===== src/design/psa_defines.svh =====
`ifndef PSA_DEFINES_SVH
`define PSA_DEFINES_SVH
// ==========================================================
// timing
`define PSA_CLK_NS        40
// delay times in microseconds, as plain defaults
`define PSA_OVC_DLY_US    1000
`define PSA_ODC_DLY_US    1000
`define PSA_OCR_DLY_US    100
`define PSA_SHT_DLY_US    8
`define PSA_XCH_DLY_US    1000
`define PSA_REL_DLY_US    100
// cycle counts: least times round up
`define PSA_CYC(us)       (((us) * 1000 + `PSA_CLK_NS - 1) / `PSA_CLK_NS)
// divisor applied in shorten mode to counter-derived delays other than the short circuit ones
`define PSA_SHORT_DIV     64
`define PSA_CNT_W         20
`endif


===== src/design/psa_pkg.sv =====
package psa_pkg;
  // ==========================================================
  // carriers
  typedef struct packed {
    logic overcharge;
    logic overdischarge;
    logic overcurrent;
    logic short_circuit;
    logic excess_charger;
  } psa_cmp_type;

  typedef enum logic [1:0] {PSA_PULL_NONE, PSA_PULL_LOW, PSA_PULL_HIGH} psa_pull_type;

  typedef struct packed {
    logic         charge_gate;
    logic         discharge_gate;
    psa_pull_type pull;
    logic         standby;
  } psa_out_type;

  // which of the overlapping states came first
  typedef enum logic [1:0] {PSA_FIRST_NONE, PSA_FIRST_OVC, PSA_FIRST_ODC, PSA_FIRST_OCR} psa_first_type;
endpackage : psa_pkg


===== src/design/psa_arbiter.sv =====
`timescale 1ns/100ps
`include "psa_defines.svh"
// What this block does
// - overcharge preferred over overdischarge in progress
// - resume overdischarge after overcharge state set
// - late overdischarge: no standby, pull high
// - overcharge first releases the sense node
// - overcharge and overcurrent run in parallel
// - overcharge first interrupts overcurrent detection
// - overcurrent first pulls sense node low
// - overdischarge and overcurrent run in parallel
// - overdischarge first interrupts overcurrent detection
// - overdischarge after overcurrent: pull high, standby
// - overdischarge first: pull high, standby
// - short circuit evaluated independently of others
// - no excess charger during discharge faults
// - excess charger delay starts after discharge gate high
// - overcharge drives charge gate low after delay
// - overdischarge drives discharge gate low after delay
// - shorten mode cuts counter delays, not short
module psa_arbiter (
  input  wire logic                clock_i,
  input  wire logic                arst_n_i,
  input  wire psa_pkg::psa_cmp_type cmp_i,
  input  wire logic                shorten_i,
  output psa_pkg::psa_out_type     out_o
);
  import psa_pkg::*;

  localparam int OVC_N = `PSA_CYC(`PSA_OVC_DLY_US);
  localparam int ODC_N = `PSA_CYC(`PSA_ODC_DLY_US);
  localparam int OCR_N = `PSA_CYC(`PSA_OCR_DLY_US);
  localparam int SHT_N = `PSA_CYC(`PSA_SHT_DLY_US);
  localparam int XCH_N = `PSA_CYC(`PSA_XCH_DLY_US);
  localparam int REL_N = `PSA_CYC(`PSA_REL_DLY_US);

  // ==========================================================
  // input synchronisers
  psa_cmp_type cmp_m_q, cmp_s_q, cmp_m_d, cmp_s_d;
  logic        sh_m_q, sh_s_q, sh_m_d, sh_s_d;

  always_comb begin
    cmp_m_d = cmp_i;
    cmp_s_d = cmp_m_q;
    sh_m_d  = shorten_i;
    sh_s_d  = sh_m_q;
  end

  always_ff @(posedge clock_i or negedge arst_n_i) begin
    if (!arst_n_i) begin
      cmp_m_q <= '0;
      cmp_s_q <= '0;
      sh_m_q  <= 1'b0;
      sh_s_q  <= 1'b0;
    end else begin
      cmp_m_q <= cmp_m_d;
      cmp_s_q <= cmp_s_d;
      sh_m_q  <= sh_m_d;
      sh_s_q  <= sh_s_d;
    end
  end

  // ==========================================================
  // delay helpers
  function automatic logic [`PSA_CNT_W-1:0] limit(input int n, input logic sh);
    int v;
    v = sh ? n / `PSA_SHORT_DIV : n;
    if (v < 1) v = 1;
    return v[`PSA_CNT_W-1:0];
  endfunction : limit

  // one step of a detect/release delay counter; returns next count, held at the limit
  function automatic logic [`PSA_CNT_W-1:0] step(input logic run, input logic [`PSA_CNT_W-1:0] c,
                                                 input logic [`PSA_CNT_W-1:0] lim);
    if (!run) return '0;
    if (c >= lim) return lim;
    return c + 1'b1;
  endfunction : step

  // ==========================================================
  // state
  logic ovc_q, ovc_d, odc_q, odc_d, ocr_q, ocr_d, sht_q, sht_d, xch_q, xch_d;
  psa_first_type first_q, first_d;
  logic [`PSA_CNT_W-1:0] c_ovc_q, c_ovc_d, c_odc_q, c_odc_d, c_ocr_q, c_ocr_d;
  logic [`PSA_CNT_W-1:0] c_sht_q, c_sht_d, c_xch_q, c_xch_d;
  psa_out_type out_q, out_d;

  logic ovc_run, odc_run, ocr_run, sht_run, xch_run;
  logic [`PSA_CNT_W-1:0] l_ovc, l_odc, l_ocr, l_sht, l_xch;

  always_comb begin
    ovc_d   = ovc_q;
    odc_d   = odc_q;
    ocr_d   = ocr_q;
    sht_d   = sht_q;
    xch_d   = xch_q;

    l_ovc = limit(ovc_q ? REL_N : OVC_N, sh_s_q);
    l_odc = limit(odc_q ? REL_N : ODC_N, sh_s_q);
    l_ocr = limit(ocr_q ? REL_N : OCR_N, sh_s_q);
    l_xch = limit(xch_q ? REL_N : XCH_N, sh_s_q);
    l_sht = limit(sht_q ? REL_N : SHT_N, 1'b0);

    // overcharge always runs, even beside an overcurrent state
    ovc_run = cmp_s_q.overcharge != ovc_q;
    // overdischarge suspended while overcharge is pending, resumes once it is set
    odc_run = (cmp_s_q.overdischarge != odc_q) && !(ovc_run && !ovc_q);
    // overcurrent interrupted once overcharge or overdischarge came first
    ocr_run = (cmp_s_q.overcurrent != ocr_q)
              && !(!ocr_q && (ovc_q || odc_q));
    sht_run = cmp_s_q.short_circuit != sht_q;
    // charger check blocked while discharge gate is low
    xch_run = (cmp_s_q.excess_charger != xch_q)
              && !(odc_q || ocr_q || sht_q) && out_q.discharge_gate;

    c_ovc_d = step(ovc_run, c_ovc_q, l_ovc);
    c_odc_d = step(odc_run, c_odc_q, l_odc);
    c_ocr_d = step(ocr_run, c_ocr_q, l_ocr);
    c_sht_d = step(sht_run, c_sht_q, l_sht);
    c_xch_d = step(xch_run, c_xch_q, l_xch);

    if (ovc_run && c_ovc_q >= l_ovc) ovc_d = ~ovc_q;
    if (odc_run && c_odc_q >= l_odc) odc_d = ~odc_q;
    if (ocr_run && c_ocr_q >= l_ocr) ocr_d = ~ocr_q;
    if (sht_run && c_sht_q >= l_sht) sht_d = ~sht_q;
    if (xch_run && c_xch_q >= l_xch) xch_d = ~xch_q;
    // a discharge fault completing in the same cycle must win, or the charge gate would blip low
    if (odc_q || ocr_q || sht_q || odc_d || ocr_d || sht_d) xch_d = 1'b0;
  end

  // ==========================================================
  // first established state
  always_comb begin
    first_d = first_q;
    // cleared when all three drop
    if (!(ovc_d || odc_d || ocr_d)) first_d = PSA_FIRST_NONE;
    else if (first_q == PSA_FIRST_NONE) begin
      if (ovc_d) first_d = PSA_FIRST_OVC;
      else if (odc_d) first_d = PSA_FIRST_ODC;
      else first_d = PSA_FIRST_OCR;
    end
  end

  // ==========================================================
  // gate, pull and standby outputs
  always_comb begin
    out_d.charge_gate    = !(ovc_q || xch_q);
    out_d.discharge_gate = !(odc_q || ocr_q || sht_q);
    out_d.standby        = 1'b0;
    out_d.pull           = PSA_PULL_NONE;
    case (first_q)
      PSA_FIRST_OVC: begin
        out_d.pull = odc_q ? PSA_PULL_HIGH : PSA_PULL_NONE;
      end
      PSA_FIRST_ODC: begin
        // the record can outlive the overdischarge state while overcharge is still held
        if (odc_q) begin
          out_d.pull    = PSA_PULL_HIGH;
          out_d.standby = 1'b1;
        end
      end
      PSA_FIRST_OCR: begin
        if (odc_q) begin
          out_d.pull    = PSA_PULL_HIGH;
          out_d.standby = 1'b1;
        end else if (ovc_q) out_d.pull = PSA_PULL_LOW;
        else if (ocr_q) out_d.pull = PSA_PULL_LOW;
      end
      default: begin
        out_d.pull = PSA_PULL_NONE;
      end
    endcase
    // overcharge suppresses standby only when it came first
    if (ovc_q && odc_q && first_q == PSA_FIRST_OVC) out_d.standby = 1'b0;
    if (sht_q && !odc_q) out_d.pull = PSA_PULL_LOW;
  end

  always_ff @(posedge clock_i or negedge arst_n_i) begin
    if (!arst_n_i) begin
      ovc_q   <= 1'b0;
      odc_q   <= 1'b0;
      ocr_q   <= 1'b0;
      sht_q   <= 1'b0;
      xch_q   <= 1'b0;
      c_ovc_q <= '0;
      c_odc_q <= '0;
      c_ocr_q <= '0;
      c_sht_q <= '0;
      c_xch_q <= '0;
    end else begin
      ovc_q   <= ovc_d;
      odc_q   <= odc_d;
      ocr_q   <= ocr_d;
      sht_q   <= sht_d;
      xch_q   <= xch_d;
      c_ovc_q <= c_ovc_d;
      c_odc_q <= c_odc_d;
      c_ocr_q <= c_ocr_d;
      c_sht_q <= c_sht_d;
      c_xch_q <= c_xch_d;
    end
  end

  always_ff @(posedge clock_i or negedge arst_n_i) begin
    if (!arst_n_i) begin
      first_q <= PSA_FIRST_NONE;
    end else begin
      first_q <= first_d;
    end
  end

  always_ff @(posedge clock_i or negedge arst_n_i) begin
    if (!arst_n_i) begin
      out_q <= '{charge_gate: 1'b1, discharge_gate: 1'b1, pull: PSA_PULL_NONE, standby: 1'b0};
    end else begin
      out_q <= out_d;
    end
  end

  assign out_o = out_q;
endmodule : psa_arbiter


===== config.mk =====
export PLATFORM = sky130hd
export DESIGN_NAME = psa_arbiter
export DESIGN_NICKNAME = d
export VERILOG_FILES = /design/src/design/psa_pkg.sv /design/src/design/psa_arbiter.sv
export VERILOG_INCLUDE_DIRS = /design/src /design/src/design
export SDC_FILE = /design/constraint.sdc
export NUM_CORES = 1
export LEC_CHECK = 0
export CAP_MARGIN = 40
export CORE_ASPECT_RATIO = 1.25
export CORE_MARGIN = 2
export CORE_UTILIZATION = 64
export CTS_BUF_LIST = sky130_fd_sc_hd__clkbuf_16
export DETAILED_ROUTE_END_ITERATION = 10
export DONT_BUFFER_PORTS = 1
export PLACE_DENSITY_LB_ADDON = 0.05
export SETUP_SLACK_MARGIN = 0.5
export SLEW_MARGIN = 10
export SYNTH_ARGS = -nofsm -noshare
export SYNTH_HDL_FRONTEND = slang
export SYNTH_SLANG_ARGS = --single-unit

===== constraint.sdc =====
create_clock -name clock_i -period 3.8 [get_ports clock_i]
set_clock_uncertainty 0.15 [all_clocks]
set_input_delay 0.19 -clock clock_i [delete_from_list [all_inputs] [get_ports clock_i]]
set_output_delay 0.19 -clock clock_i [all_outputs]
set_load 0.02 [all_outputs]

==> results.yml <==
sta:
  worst_pin_slew_ns: 0.704
  maxSlewHeadroom_pct: 52.9
  timing.final.ws_setup_ns: 0.610
  fmax_ghz: 0.313
  slew_violations: 0
  hold_viol: 0
  hold-worst-slack_ns: 0.173
  finalSetupViolCount: 0
  finalCritPeriodShare_pct: 83.9
  fin_setup_tns_ns: 0
  rsz0062_at_grt: "true"
  period_minus_slack_ns: 3.19
logic_synthesis:
  synth_simple_gate_area_share_pct: 16.0
  post-synth-top-count-cell: "dfrtp_1"
  synth_top_family_by_area: "simple AND/OR/NAND/NOR gates"
  synthXorXnorAreaFrac_pct: 8.81
  synthTopCellsByCount: "dfrtp_1, nor2_1, ha_1"
  synth_edf_count: 0
  netlist.area_leader.share_pct: 47.3
  muxShareOfSynthArea_pct: 1.18
  yosysWarnings: 0
  seq_area_frac_synth_pct: 48.1
  synth_area_leaders: "dfrtp_1, ha_1, xor2_1, nor2_1, xnor2_1"
  synth_adder_area_share_pct: 13.0
  synthFlopType: "dfrtp_1"
  synthCells: 617
  syn_area_um2: 6460
  syn_avg_cell_area_um2: 10.5
  yosys.area.top_type: "dfrtp_1"
  ys_types: 52
  synthArstFlopShare_pct: 100
  synth_seq_cells: 124
  synth_compound_area_share_pct: 10.7
critical_path:
  end_kind: "flip-flop"
  worstPathArrival_ns: 3.37
  rr_startpoint: "sh_s_q"
  cp.required_ns: 3.98
  critical_path_class: "reg -> reg"
  critPathMaxFanout: 18
  cp-startpoint: "sh_s_q"
  critPathLaunchType: "flip-flop"
drt:
  wl_met2_um: 6450
  first_pass_iters: 4
  via_per_inst: 5.62
  drt_wl_total_um: 12700
  drc_errors: 0
  dr_wl_met3_um: 345
  highest_layer: "met4"
  first_iter_violations: 266
  num_vias: 4577
  m1WireLength_um: 5640
  postRouteAntennaNets: 0
  wl_per_cell_um: 15.6
die:
  pin_count: 13
  die_width_um: 93.9
  rows: 41
  initial_core_util_pct: 64.9
  dieArea_um2: 10900
  die_y_um: 116
  core_area_um2: 9950
placement:
  place_congestion: 0.826
  port_buffers: 0
  pre_cts_ws_ns: 0.322
  placed_cells: 767
  post-dp-hpwl_um: 8620
min_path:
  min_path_type: "in -> reg"
  worstHoldStart: "cmp_i[2]"
global_routing:
  antenna_found_initial: 0
  grt_pass1_vias: 4645
  grt_pass1_wl_um: 21400
  track_usage_pct: 25.0
  overflow: 0
  grt_max_degree: 125
pwr:
  peakVddDrop_uv: 345
  leakage_uw: 0.00341
  power_uw: 3900
  pwr_density_cell_nw_per_um2: 520
finish:
  drive_gt1_share_pct: 10.1
  fin_cells: 814
  fillers: 685
  area_growth_pct: 16.3
  n_antenna_cell: 0
  nNetsFinal: 747
clocking:
  numCtsBuffers: 17
  h-tree-depth: 4
  cts.clk_slew.worst_paths_ns: 0.05
  clock_latency_ns: 0.42
  clockBufferDepth: 2
  clock_sinks: 124
  cts_tree: "done"
  root_buffer: "clkbuf_16"
run_status:
  status: "finished, final reports clean"
job:
  cap_violations: 0
[worst max-delay path: stages, from the launching register on]
cell,delay [ns]
dfrtp_2,0.44
buf_4,0.21
ha_1,0.31
ha_1,0.30
or4_1,0.52
a21oi_1,0.24
or3_1,0.18
o21a_2,0.35
o21ai_0,0.21
a21oi_1,0.19
[layout make-up]
class / instances / area (um2) / area share (%)
repair buffers: 18 / 173 / 2.30
clock buffers: 17 / 425 / 5.66
repair inverters: 1 / 5.00 / 0.0666
clock inverters: 15 / 134 / 1.78
multi-input cells: 481 / 3390 / 45.2
well taps: 129 / 161 / 2.15
inverters: 29 / 113 / 1.50
flip-flops and latches: 124 / 3110 / 41.4
[metal layers]
layer	vias up	track usage, %
met3	24	4.97
met2	64	42.2
met5	-	0
met4	0	10.2
li1	2239	-
met1	2250	31.7
[registers in the layout (all words and copies together), names as in the netlist, 2 cells and up]
register,flops
c_ocr_q,20
c_odc_q,20
c_ovc_q,20
c_sht_q,20
c_xch_q,20
cmp_m_q,5
cmp_s_q,5
first_q,2
out_o,5
[metrics by stage]
stage / instance area (um2) / utilization, %
finish: 7510 / 75.5
global route: 7510 / 75.5
CTS: 7420 / 74.6
detailed placement: 6750 / 67.8
global placement: 6750 / 67.8
floorplan: 6590 / -
[cell usage in the layout, fill, tap and decap left out, drive strengths merged, types with 3 or more instances in the layout]
cell type / n
a2111oi: 4
a211oi: 13
a21o: 3
a21oi: 42
and2: 3
and3: 17
buf: 11
clkbuf: 17
clkinv: 7
clkinvlp: 6
conb: 26
dfrtp: 122
dlygate4sd3: 7
ha: 67
inv: 30
mux2i: 5
nand2: 35
nand2b: 6
nand3: 32
nand4: 5
nor2: 69
nor2b: 11
nor3: 12
nor4: 4
o21a: 10
o21ai: 20
or4: 7
xnor2: 25
xor2: 40
[kinds of logic (layout without fill, tap and decap cells)]
kind of cell | count (synthesis) | count (layout)
AOI/OAI and AO/OA | 107 | 107
xor gates and xnor gates | 65 | 65
adders and majority gates | 67 | 67
buffers and inverters | 37 | 80
DFF | 124 | 124
muxes | 7 | 7
other | 1 | 26
and+or+nand+nor | 209 | 209
[final timing paths]
check	end	slack, ns	cells past startpoint
max in group asynchronous	c_xch_q[18]	2.75	2
hold reg to reg	cmp_s_q[1]	0.20	0
min in group asynchronous	c_xch_q[13]	0.19	2
setup / recovery	c_xch_q[14]	0.61	9
setup reg to reg	c_xch_q[14]	0.61	9
hold / removal	cmp_m_q[2]	0.17	1
[repair_timing]
item / CTS / global route
hold buffers: 8 / 0
gates resized for setup: 4 / 9
setup endpoints to repair: 26 / 43
cloned: 0 / 1
hold endpoints to repair: 130 / 0
setup buffers: 0 / 6
pin swaps: 0 / 1
[where the power goes]
group          internal, uW  leakage [uW]  switching (uW)  total (uW)
logic                   323       0.00155             415         738
clock network           947      0.000272             576        1520
registers              1470       0.00158             179        1640
(Power assumes the default switching activity.)
